**config.mk**
```make
export PLATFORM = sky130hd
export DESIGN_NAME = ppfm_port_top
export DESIGN_NICKNAME = d
export VERILOG_FILES = /design/src/hdl/ppfm_pkg.sv /design/src/hdl/ppfm_rst_if.sv /design/src/hdl/ppfm_reset_pin.sv /design/src/hdl/ppfm_port_top.sv
export VERILOG_INCLUDE_DIRS = /design/src /design/src/hdl
export SDC_FILE = /design/constraint.sdc
export NUM_CORES = 1
export LEC_CHECK = 0
export BUFFER_PORTS_ARGS = -buffer_cell sky130_fd_sc_hd__buf_4
export CAP_MARGIN = 15
export CELL_PAD_IN_SITES_DETAIL_PLACEMENT = 0
export CELL_PAD_IN_SITES_GLOBAL_PLACEMENT = 1
export CORE_MARGIN = 3
export CORE_UTILIZATION = 40
export CTS_CLUSTER_DIAMETER = 120
export DETAILED_ROUTE_END_ITERATION = 16
export HOLD_SLACK_MARGIN = 0.03
export PLACE_DENSITY = 0.93
export SLEW_MARGIN = 0
export SYNTH_ARGS = -nofsm -noshare
export SYNTH_HDL_FRONTEND = slang
export SYNTH_HIERARCHICAL = 1
export SYNTH_SLANG_ARGS = --single-unit
export TNS_END_PERCENT = 1
```
**constraint.sdc**
```tcl
create_clock -name CLK -period 7.1 [get_ports CLK]
set_input_delay 1.42 -clock CLK [delete_from_list [all_inputs] [get_ports CLK]]
set_output_delay 1.42 -clock CLK [all_outputs]
set_load 0.005 [all_outputs]
```
**src/hdl/ppfm_cfg.svh**
```systemverilog
// Functional notes
// - The single-bit port pin also feeds external interrupt five and the stop-mode release input.
// - Port 4 is an eight-bit tri-state port with per-bit direction, all bits input during reset.
// - Display red, green, blue and focus/blank go to port 6 bits 7..4 only where the selection bit at F91 is one.
// - The reset pin is two-way: it takes an external reset and drives out watchdog, trap and clock resets.
`ifndef PPFM_CFG_SVH
`define PPFM_CFG_SVH

// Register offsets on the 12-bit register port.
`define PPFM_OFS_P2 12'hF82
`define PPFM_OFS_P3 12'hF83
`define PPFM_OFS_P4 12'hF84
`define PPFM_OFS_P5 12'hF85
`define PPFM_OFS_P6 12'hF86
`define PPFM_OFS_P7 12'hF87
`define PPFM_OFS_P4DIR 12'hF8A
`define PPFM_OFS_P6DIR 12'hF8B
`define PPFM_OFS_SEL 12'hF91
`define PPFM_OFS_CAUSE 12'hF92

// Reset values.
`define PPFM_RST_LATCH 8'hFF
`define PPFM_RST_DIR 8'h00
`define PPFM_RST_SEL 8'h00

// Field positions.
`define PPFM_SEL_LSB 4
`define PPFM_CAUSE_EXT 0
`define PPFM_CAUSE_WDT 1
`define PPFM_CAUSE_TRAP 2
`define PPFM_CAUSE_CLK 3

`endif

```
**src/hdl/ppfm_pkg.sv**
```systemverilog
`default_nettype none
package ppfm_pkg;
    typedef logic [7:0] ppfm_byte_t;
    typedef logic [11:0] ppfm_addr_t;
    typedef logic [3:0] ppfm_cause_t;
endpackage : ppfm_pkg
`default_nettype wire

```
**src/hdl/ppfm_rst_if.sv**
```systemverilog
`default_nettype none
interface ppfm_rst_if;
    import ppfm_pkg::*;
    logic pin_in;
    logic pin_oe;
    logic wdt_req;
    logic trap_req;
    logic clk_req;
    logic sys_reset;
    ppfm_cause_t cause;
    ppfm_cause_t clear;
    modport ctl (input pin_in, wdt_req, trap_req, clk_req, clear, output pin_oe, sys_reset, cause);
    modport user (output pin_in, wdt_req, trap_req, clk_req, clear, input pin_oe, sys_reset, cause);
endinterface : ppfm_rst_if
`default_nettype wire

```
**src/hdl/ppfm_reset_pin.sv**
```systemverilog
`include "ppfm_cfg.svh"
`default_nettype none
module ppfm_reset_pin (
    // Clock and reset.
    input wire logic clk,
    input wire logic rst,
    // Reset pin side and causes.
    ppfm_rst_if.ctl rif
);
    import ppfm_pkg::*;

    logic drive;
    ppfm_cause_t next_cause;
    ppfm_cause_t cause_set;
    wire internal_req = rif.wdt_req | rif.trap_req | rif.clk_req;
    // Our own drive also pulls the pin low, so an external cause needs the pin low while we are quiet.
    wire ext_low = ~rif.pin_in & ~drive;

    // A set arriving in the clear cycle wins so no cause is lost.
    assign cause_set = {rif.clk_req, rif.trap_req, rif.wdt_req, ext_low};
    assign next_cause = (rif.cause & ~rif.clear) | cause_set;
    assign rif.pin_oe = drive;

    // Internal reset requests pull the pin low one cycle later.
    always_ff @(posedge clk or posedge rst) begin
        if (rst) begin
            drive <= 1'b0;
            rif.sys_reset <= 1'b0;
            rif.cause <= '0;
        end else begin
            drive <= internal_req;
            rif.sys_reset <= ~rif.pin_in | internal_req;
            rif.cause <= next_cause;
        end
    end
endmodule : ppfm_reset_pin
`default_nettype wire

```
**src/hdl/ppfm_port_top.sv**
```systemverilog
`include "ppfm_cfg.svh"
`default_nettype none
module ppfm_port_top #(
    parameter int ADDR_W = 12
) (
    // Clock and reset.
    input wire logic CLK,
    input wire logic RST,
    // Register port.
    input wire ppfm_pkg::ppfm_addr_t ADDR,
    input wire ppfm_pkg::ppfm_byte_t WDATA,
    input wire logic WR,
    input wire logic RD,
    output var ppfm_pkg::ppfm_byte_t RDATA,
    // Single-bit port pin.
    input wire logic P2_IN,
    output logic P2_OUT,
    output logic P2_OE,
    // Port 3 pins.
    input wire logic [6:0] P3_IN,
    output logic [6:0] P3_OUT,
    output logic [6:0] P3_OE,
    // Port 4 pins.
    input wire ppfm_pkg::ppfm_byte_t P4_IN,
    output logic [7:0] P4_OUT,
    output logic [7:0] P4_OE,
    // Port 5 pins.
    input wire ppfm_pkg::ppfm_byte_t P5_IN,
    output logic [7:0] P5_OUT,
    output logic [7:0] P5_OE,
    // Port 6 pins.
    input wire ppfm_pkg::ppfm_byte_t P6_IN,
    output logic [7:0] P6_OUT,
    output logic [7:0] P6_OE,
    // Port 7 pins.
    input wire logic [1:0] P7_IN,
    output logic [1:0] P7_OUT,
    output logic [1:0] P7_OE,
    // Reset pin.
    input wire logic RESET_PIN_IN,
    output logic RESET_PIN_OUT,
    output logic RESET_PIN_OE,
    // Internal reset causes and the resulting system reset.
    input wire logic WDT_RESET_REQ,
    input wire logic TRAP_RESET_REQ,
    input wire logic CLK_RESET_REQ,
    output logic SYS_RESET,
    // Alternate outputs from peripherals.
    input wire logic SER_SCK_OUT,
    input wire logic SER_SDA_OUT,
    input wire logic SER_SCL_OUT,
    input wire ppfm_pkg::ppfm_byte_t PWM_DA_OUTPUT,
    input wire logic [1:0] PWM_DA_HIGH_OUTPUT,
    input wire logic PLL_PULSE_OUTPUT,
    input wire logic OSD_RED,
    input wire logic OSD_GREEN,
    input wire logic OSD_BLUE,
    input wire logic FOCUS_BLANK_OUTPUT,
    // Alternate inputs to peripherals.
    output logic EXT_IRQ_FIVE,
    output logic STOP_RELEASE,
    output logic EXT_IRQ_THREE,
    output logic REMOTE_CTRL_INPUT,
    output logic COUNTER_THREE_INPUT,
    output logic EXT_IRQ_FOUR,
    output logic COUNTER_FOUR_INPUT,
    output logic SER_SCL_IN,
    output logic SER_SDA_IN,
    output logic SER_SCK_IN,
    output logic [3:0] COMPARATOR_INPUT,
    output logic VERTICAL_SYNC_INPUT,
    output logic HORIZONTAL_SYNC_INPUT
);
    import ppfm_pkg::*;

    // The decoders compare full 12-bit offsets, so no other address width can be served.
    if (ADDR_W != 12) begin : g_addr_w_check
        $error("ppfm_port_top: ADDR_W must be 12");
    end

    // Address hit test, shared by the write and read decoders.
    function automatic logic hit(input ppfm_addr_t a, input ppfm_addr_t ofs);
        hit = (a == ofs);
    endfunction : hit

    logic p2_latch;
    logic [6:0] p3_latch;
    ppfm_byte_t p4_data;
    ppfm_byte_t p4_dir;
    ppfm_byte_t p5_latch;
    ppfm_byte_t p6_data;
    ppfm_byte_t p6_dir;
    logic [1:0] p7_latch;
    ppfm_byte_t port6_display_output_select;
    ppfm_byte_t next_rdata;
    logic [19:4] alt_in;

    // Write decode.
    wire wr_p2 = WR & hit(ADDR, `PPFM_OFS_P2);
    wire wr_p3 = WR & hit(ADDR, `PPFM_OFS_P3);
    wire wr_p4 = WR & hit(ADDR, `PPFM_OFS_P4);
    wire wr_p5 = WR & hit(ADDR, `PPFM_OFS_P5);
    wire wr_p6 = WR & hit(ADDR, `PPFM_OFS_P6);
    wire wr_p7 = WR & hit(ADDR, `PPFM_OFS_P7);
    wire wr_p4dir = WR & hit(ADDR, `PPFM_OFS_P4DIR);
    wire wr_p6dir = WR & hit(ADDR, `PPFM_OFS_P6DIR);
    wire wr_sel = WR & hit(ADDR, `PPFM_OFS_SEL);
    wire wr_cause = WR & hit(ADDR, `PPFM_OFS_CAUSE);

    // Reset pin logic lives in its own module behind an interface.
    ppfm_rst_if rif ();
    assign rif.pin_in = RESET_PIN_IN;
    assign rif.wdt_req = WDT_RESET_REQ;
    assign rif.trap_req = TRAP_RESET_REQ;
    assign rif.clk_req = CLK_RESET_REQ;
    assign rif.clear = wr_cause ? WDATA[3:0] : 4'h0;
    ppfm_reset_pin u_reset_pin (
        .clk (CLK),
        .rst (RST),
        .rif (rif)
    );
    assign RESET_PIN_OUT = 1'b0;
    assign RESET_PIN_OE = rif.pin_oe;
    assign SYS_RESET = rif.sys_reset;

    // Latched ports sink only: a zero latch or a low alternate output pulls the pin low, a one releases it.
    // Alternate outputs are ANDed with the latch, so software must leave the latch at one to use them.
    assign P2_OUT = 1'b0;
    assign P2_OE = ~p2_latch;
    assign P3_OUT = 7'h00;
    assign P3_OE = ~(p3_latch & {SER_SCK_OUT, SER_SDA_OUT, SER_SCL_OUT, 4'hF});
    assign P5_OUT = 8'h00;
    assign P5_OE = ~(p5_latch & {5'h1F, PLL_PULSE_OUTPUT, PWM_DA_HIGH_OUTPUT});
    assign P7_OUT = 2'h0;
    assign P7_OE = ~p7_latch;

    // Port 4 is push-pull under its direction bits; the latch gates the pulse-width signal.
    assign P4_OUT = p4_data & PWM_DA_OUTPUT;
    assign P4_OE = p4_dir;

    // Port 6 upper half takes display signals where selected; a selected bit drives even if its
    // direction is input, since the display needs the pin regardless of software's port use.
    wire [3:0] osd_sel = port6_display_output_select[`PPFM_SEL_LSB +: 4];
    wire [3:0] osd_sig = {FOCUS_BLANK_OUTPUT, OSD_BLUE, OSD_GREEN, OSD_RED};
    assign P6_OUT = {(osd_sel & osd_sig) | (~osd_sel & p6_data[7:4]), p6_data[3:0]};
    assign P6_OE = {p6_dir[7:4] | osd_sel, p6_dir[3:0]};

    // Read mux: port addresses return the pin levels, control registers read back.
    assign next_rdata =
        !RD ? 8'h00 :
        hit(ADDR, `PPFM_OFS_P2) ? {7'h00, P2_IN} :
        hit(ADDR, `PPFM_OFS_P3) ? {1'b0, P3_IN} :
        hit(ADDR, `PPFM_OFS_P4) ? P4_IN :
        hit(ADDR, `PPFM_OFS_P5) ? P5_IN :
        hit(ADDR, `PPFM_OFS_P6) ? P6_IN :
        hit(ADDR, `PPFM_OFS_P7) ? {6'h00, P7_IN} :
        hit(ADDR, `PPFM_OFS_P4DIR) ? p4_dir :
        hit(ADDR, `PPFM_OFS_P6DIR) ? p6_dir :
        hit(ADDR, `PPFM_OFS_SEL) ? port6_display_output_select :
        hit(ADDR, `PPFM_OFS_CAUSE) ? {4'h0, rif.cause} :
        8'h00;

    // Alternate-function inputs taken straight from the pin levels.
    assign alt_in = {P2_IN, P2_IN, P3_IN[0], P3_IN[0], P3_IN[1], P3_IN[2], P3_IN[3],
                     P3_IN[4], P3_IN[5], P3_IN[6], P5_IN[7:4], P7_IN[1], P7_IN[0]};

    // Peripheral inputs are registered once so every peripheral input comes from a flip-flop.
    always_ff @(posedge CLK or posedge RST) begin
        if (RST) begin
            {EXT_IRQ_FIVE, STOP_RELEASE, EXT_IRQ_THREE, REMOTE_CTRL_INPUT} <= 4'hF;
            {COUNTER_THREE_INPUT, EXT_IRQ_FOUR, COUNTER_FOUR_INPUT} <= 3'h7;
            {SER_SCL_IN, SER_SDA_IN, SER_SCK_IN} <= 3'h7;
            COMPARATOR_INPUT <= 4'h0;
            {VERTICAL_SYNC_INPUT, HORIZONTAL_SYNC_INPUT} <= 2'h3;
        end else begin
            {EXT_IRQ_FIVE, STOP_RELEASE} <= alt_in[19:18];
            {EXT_IRQ_THREE, REMOTE_CTRL_INPUT} <= alt_in[17:16];
            {COUNTER_THREE_INPUT, EXT_IRQ_FOUR, COUNTER_FOUR_INPUT} <= alt_in[15:13];
            {SER_SCL_IN, SER_SDA_IN, SER_SCK_IN} <= alt_in[12:10];
            COMPARATOR_INPUT <= alt_in[9:6];
            {VERTICAL_SYNC_INPUT, HORIZONTAL_SYNC_INPUT} <= alt_in[5:4];
        end
    end

    // Latches, directions and read data.
    always_ff @(posedge CLK or posedge RST) begin
        if (RST) begin
            p2_latch <= 1'b1;
            p3_latch <= 7'h7F;
            p4_data <= `PPFM_RST_LATCH;
            p5_latch <= `PPFM_RST_LATCH;
            p6_data <= `PPFM_RST_LATCH;
            p7_latch <= 2'h3;
            p4_dir <= `PPFM_RST_DIR;
            p6_dir <= `PPFM_RST_DIR;
            port6_display_output_select <= `PPFM_RST_SEL;
            RDATA <= 8'h00;
        end else begin
            if (wr_p2) p2_latch <= WDATA[0];
            if (wr_p3) p3_latch <= WDATA[6:0];
            if (wr_p4) p4_data <= WDATA;
            if (wr_p5) p5_latch <= WDATA;
            if (wr_p6) p6_data <= WDATA;
            if (wr_p7) p7_latch <= WDATA[1:0];
            if (wr_p4dir) p4_dir <= WDATA;
            if (wr_p6dir) p6_dir <= WDATA;
            if (wr_sel) port6_display_output_select <= WDATA;
            RDATA <= next_rdata;
        end
    end

    // Register writes, reset state and display routing.
    AST_P4_DIR_WRITE: assert property (@(posedge CLK) disable iff (RST)
        wr_p4dir |=> (P4_OE == $past(WDATA)))
        else $error("port 4 direction did not follow write");
    AST_P4_LATCH_BLOCKS_PWM: assert property (@(posedge CLK) disable iff (RST)
        (p4_data == 8'h00) |-> (P4_OUT == 8'h00))
        else $error("pulse-width output passed a zero latch");
    AST_PORTS_INPUT_AFTER_RESET: assert property (@(posedge CLK) disable iff (RST)
        $past(RST) |-> (P6_OE == 8'h00 && P4_OE == 8'h00))
        else $error("port driven right after reset");
    AST_P6_ROUTE_FOCUS: assert property (@(posedge CLK) disable iff (RST)
        ##1 $past(wr_sel && WDATA[7]) |-> (P6_OUT[7] == FOCUS_BLANK_OUTPUT && P6_OE[7]))
        else $error("focus/blank not routed to port 6 bit 7");
    AST_P6_NO_ROUTE: assert property (@(posedge CLK) disable iff (RST)
        (osd_sel == 4'h0) |-> (P6_OUT == p6_data && P6_OE == p6_dir))
        else $error("display signal leaked onto port 6");
    AST_IRQ5_FOLLOWS_PIN: assert property (@(posedge CLK) disable iff (RST)
        ##1 (EXT_IRQ_FIVE == $past(P2_IN) && STOP_RELEASE == $past(P2_IN)))
        else $error("interrupt five or stop release not following pin");
    AST_LATCH_ZERO_PULLS: assert property (@(posedge CLK) disable iff (RST)
        wr_p3 && !WDATA[0] |=> (P3_OE[0] && !P3_OUT[0]))
        else $error("latched pin with zero latch not pulled low");
    AST_PIN_READ: assert property (@(posedge CLK) disable iff (RST)
        RD && hit(ADDR, `PPFM_OFS_P2) |=> (RDATA == {7'h00, $past(P2_IN)}))
        else $error("pin read did not return outside level");
    AST_RESET_DRIVE_OUT: assert property (@(posedge CLK) disable iff (RST)
        (WDT_RESET_REQ || TRAP_RESET_REQ || CLK_RESET_REQ) |=> (RESET_PIN_OE && SYS_RESET))
        else $error("internal reset not driven onto reset pin");
    AST_EXT_RESET_IN: assert property (@(posedge CLK) disable iff (RST)
        !RESET_PIN_IN |=> SYS_RESET)
        else $error("external reset not accepted");

    // Sink ports: a pin is pulled low by a zero latch or a low alternate output, and never driven high.
    AST_P2_SINK_ONLY: assert property (@(posedge CLK) disable iff (RST)
        wr_p2 |=> (P2_OE == !$past(WDATA[0]) && !P2_OUT))
        else $error("single-bit port pin does not follow its latch");
    AST_P3_SDA_PULL: assert property (@(posedge CLK) disable iff (RST)
        !SER_SDA_OUT |-> P3_OE[5])
        else $error("low serial data output not pulled onto port 3");
    AST_P5_PLL_PULL: assert property (@(posedge CLK) disable iff (RST)
        !PLL_PULSE_OUTPUT |-> P5_OE[2])
        else $error("low pulse output not pulled onto port 5");
    AST_P5_LATCH_WRITE: assert property (@(posedge CLK) disable iff (RST)
        wr_p5 |=> (P5_OE[7:3] == ~$past(WDATA[7:3])))
        else $error("port 5 pins do not follow their latch");
    AST_P7_LATCH_WRITE: assert property (@(posedge CLK) disable iff (RST)
        wr_p7 |=> (P7_OE == ~$past(WDATA[1:0])))
        else $error("port 7 pins do not follow their latch");

    // Tri-state ports: direction and data are separate, and the display takes only selected bits.
    AST_P4_PWM_PASSES: assert property (@(posedge CLK) disable iff (RST)
        (p4_data == 8'hFF) |-> (P4_OUT == PWM_DA_OUTPUT))
        else $error("pulse-width output blocked by a set latch");
    AST_P4_DIR_NOT_DATA: assert property (@(posedge CLK) disable iff (RST)
        wr_p4 |=> (P4_OE == $past(P4_OE)))
        else $error("port 4 data write changed its direction");
    AST_P6_ROUTE_GREEN: assert property (@(posedge CLK) disable iff (RST)
        port6_display_output_select[5] |-> (P6_OUT[5] == OSD_GREEN && P6_OE[5]))
        else $error("green not routed to port 6 bit 5");
    AST_P6_LOWER_DIR: assert property (@(posedge CLK) disable iff (RST)
        wr_p6dir |=> (P6_OE[3:0] == $past(WDATA[3:0])))
        else $error("port 6 lower direction did not follow write");
    AST_P6_LOWER_DATA: assert property (@(posedge CLK) disable iff (RST)
        wr_p6 |=> (P6_OUT[3:0] == $past(WDATA[3:0])))
        else $error("port 6 lower data did not follow write");

    // Alternate inputs are the pin levels one cycle late.
    AST_IRQ4_FOLLOWS_PIN: assert property (@(posedge CLK) disable iff (RST)
        1'b1 |=> (EXT_IRQ_FOUR == $past(P3_IN[2]) && COUNTER_THREE_INPUT == $past(P3_IN[1])))
        else $error("port 3 interrupt or counter input not following pin");
    AST_SERIAL_IN_FOLLOWS_PIN: assert property (@(posedge CLK) disable iff (RST)
        1'b1 |=> ({SER_SCK_IN, SER_SDA_IN, SER_SCL_IN} == $past(P3_IN[6:4])))
        else $error("serial inputs not following port 3 pins");
    AST_COMPARATOR_FOLLOWS_PIN: assert property (@(posedge CLK) disable iff (RST)
        1'b1 |=> (COMPARATOR_INPUT == $past(P5_IN[7:4])))
        else $error("comparator inputs not following port 5 pins");
    AST_SYNC_FOLLOWS_PIN: assert property (@(posedge CLK) disable iff (RST)
        1'b1 |=> ({VERTICAL_SYNC_INPUT, HORIZONTAL_SYNC_INPUT} == $past(P7_IN)))
        else $error("sync inputs not following port 7 pins");

    // Reset pin: the drive stops with the request, and each internal cause is recorded.
    AST_RESET_PIN_RELEASE: assert property (@(posedge CLK) disable iff (RST)
        !(WDT_RESET_REQ || TRAP_RESET_REQ || CLK_RESET_REQ) |=> !RESET_PIN_OE)
        else $error("reset pin still driven without a request");
    AST_RESET_CAUSE_WDT: assert property (@(posedge CLK) disable iff (RST)
        WDT_RESET_REQ |=> rif.cause[`PPFM_CAUSE_WDT])
        else $error("watchdog reset cause not recorded");
    AST_RESET_CAUSE_TRAP: assert property (@(posedge CLK) disable iff (RST)
        TRAP_RESET_REQ |=> rif.cause[`PPFM_CAUSE_TRAP])
        else $error("address trap reset cause not recorded");
    AST_RESET_CAUSE_CLK: assert property (@(posedge CLK) disable iff (RST)
        CLK_RESET_REQ |=> rif.cause[`PPFM_CAUSE_CLK])
        else $error("system clock reset cause not recorded");
endmodule : ppfm_port_top
`default_nettype wire

```
==> run_results.csv <==
group,metric,value,unit
clock_network,h-tree-depth,3,
power,netSwitchingFraction,0.233,
min_path,holdCritPathClass,"flip-flop to flip-flop",
synth,syn_inst,370,
clock_network,tritoncts,"built",
cells_and_area,area_delta_synth_final,30.3,%
detailed_routing,drtIter0Drc,168,
detailed_routing,postRouteAntennaNets,0,
timing,hold_viol,0,
detailed_routing,routed_via_density,5.13,
grt,grt_usage,0.186,
grt,grt_pass1_vias,3440,
synth,ys_types,57,
cells_and_area,drive_above_1_share,0.583,
placed_design,dp_hpwl,8620,microns
cells_and_area,ff_latch_area,0.00221,sq mm
cells_and_area,multi_input_area,0.00184,sq mm
cells_and_area,fin_nets,590,
synth,seq_area_frac_synth,0.504,
synth,netlist_area,0.00438,sq mm
run,timing.max_cap.violations,0,
power,vdd_drop_max,0.118,mV
setup_path,crit_required,5.68,ns
setup_path,start_kind,"primary input",
detailed_routing,avgRoutedWirePerCell,17.5,microns
setup_path,crit_type,"primary input to primary output",
synth,synth_flop_cell,"dfstp_2",
grt,grt_start_max_net_pins,81,
power,seq_power_share,0.509,
cells_and_area,instances_no_fill,651,
detailed_routing,drc,0,
grt,gr-total-overflow,0,
timing,tns,0,ns
clock_network,cts_hold_buf,0,
detailed_routing,drtPass1Iterations,4,
timing,slew_viol_final,0,
run_status,status,"finished clean",
placed_design,portBuffers,155,
synth,yosysWarnings,6,
power,clkPwrFrac,0.394,
min_path,hold_depth,1,
setup_path,path_max_fanout,1,
timing,final.period_utilization,0.470,
floorplanning,core-area,0.0105,sq mm
synth,synth_edf_count,0,
synth,avgSynthCellArea,11.8,sq um
timing,skew,0.0105,ns
floorplanning,die_y,111,microns
grt,grt_antenna_before_repair,0,
clock_network,clock-sinks,86,
placed_design,globalplace.congestion,0.861,
cells_and_area,layout_common_cells,"157 x buf_4, 64 x mux2_2, 44 x dfstp_2, 42 x dfrtp_1, 22 x inv_1",
cells_and_area,layout_commonest_cell,"buf_4",
detailed_routing,num_vias,3337,
floorplanning,ioPinCount,175,
floorplanning,die_w,111,microns
floorplanning,dieArea,0.0122,sq mm
clock_network,post_cts_resized,0,
placed_design,dpl.cell_count,635,
detailed_routing,wirelength,11400,microns
power,p_int,0.000755,W
power,power,0.000985,W
timing,tightest_slew,0.998,ns
clock_network,clk_latency,0.35,ns
floorplanning,initial_core_util,0.418,
synth,ys_ff_latch,86,
clock_network,cts_setup_buffers,0,
synth,synthArstFlopShare,1.00,
clock_network,path_clk_slew,0.09,ns
power,p_sw,0.000229,W
timing,relSlewSlack,0.335,
setup_path,r2r_cells,5,
cells_and_area,antennaDiodeCount,0,
setup_path,cp.arrival,1.91,ns
timing,grt_setup_unrepaired,"false",
clock_network,numCtsBuffers,9,
power,power.density,173,mW/mm^2
power,combPwrFrac,0.097,
timing,finalSetupViolCount,0,
clock_network,cts-root-buf,"clkbuf_8",
cells_and_area,fill_cells,924,
timing,fmax,300,MHz
floorplanning,rows,37,
power,p_leak,2.71,nW
grt,grt_pass1_wl,18300,microns
setup_path,end_kind,"primary output",
timing,period_needed,3.33,ns
clock_network,clk_path_buf_depth,2,
flip-flops by register name, indices dropped and copies added (netlist names), 2 cells and up:
register	cells
p7_latch	2
u_reset_pin/rif.cause	4
p5_latch	8
p6_dir	8
p6_data	8
P4_OE	8
port6_display_output_select	8
COMPARATOR_INPUT	4
p3_latch	7
RDATA	8
p4_data	8
per-layer routing:
layer | global-route usage | part of all wire | up-vias
met1 | 0.243 | 0.42 | 1621
met4 | 0.0599 | 0.011 | 0
li1 | - | - | 1537
met3 | 0.0449 | 0.087 | 11
met5 | 0 | 0 | -
met2 | 0.305 | 0.48 | 168
area by class of cell:
class | count | area share
clock buffer | 11 | 0.0248
clock inverter | 5 | 0.0145
inverter | 23 | 0.0154
multi-input combinational | 233 | 0.322
sequential | 86 | 0.387
tap | 136 | 0.0298
timing repair buffer | 157 | 0.207
final timing paths:
check	start	slack (ns)	end
worst max-delay path	OSD_GREEN	3.77	P6_OUT[5]
worst min-delay path	u_reset_pin/rif.pin_oe	0.48	u_reset_pin/rif.cause[0]
worst max register to register	p6_dir[2]	5.61	RDATA[2]
worst min register to register	u_reset_pin/rif.pin_oe	0.48	u_reset_pin/rif.cause[0]
max in group asynchronous	RST	5.08	p6_dir[3]
min in group asynchronous	RST	0.98	u_reset_pin/rif.sys_reset
critical path, stage by stage:
cell and delay, ns:
buf_4 0.11, mux2_2 0.25, buf_4 0.13
synthesized netlist by cell type (all sizes together), types with 6 or more instances:
master / count / area share
and2: 13 / 0.019
and3: 6 / 0.0086
buf: 46 / 0.072
dfrtp: 42 / 0.24
dfstp: 44 / 0.26
inv: 23 / 0.020
mux2: 65 / 0.17
nand2: 17 / 0.016
nand2b: 9 / 0.015
nor2: 14 / 0.012
nor2b: 6 / 0.0086
nor3: 6 / 0.013
o21ai: 8 / 0.0091
power by group through the flow:
stage	Combinational [W]	Clock (W)	Sequential, W
after floorplan	0.0000460	0	0.000510
after global placement	0.0000944	0	0.000510
after detailed placement	0.0000958	0	0.000510
after CTS	0.0000962	0.000396	0.000502
after global routing	0.000105	0.000417	0.000503
final	0.0000956	0.000388	0.000502
kinds of logic after synthesis:
group | Yosys count | share of synthesized area
AOI/OAI and AO/OA | 51 | 0.0909
buffers and inverters | 69 | 0.0915
and+or+nand+nor | 97 | 0.143
DFF | 86 | 0.504
other | 1 | 0.000857
muxes | 66 | 0.170
per-stage QoR:
stage / worst slack, ns / hold WS [ns] / instance area (sq um) / utilization
final: 3.77 / 0.485 / 5700 / 0.545
after global placement: 3.77 / 0.449 / 5480 / 0.524
after detailed placement: 3.76 / 0.467 / 5480 / 0.524
after CTS: 3.76 / 0.483 / 5700 / 0.545
after floorplan: 3.70 / 0.449 / 4440 / -
after global routing: 3.75 / 0.516 / 5700 / 0.545
No activity file was read; power rests on OpenSTA's default activity.
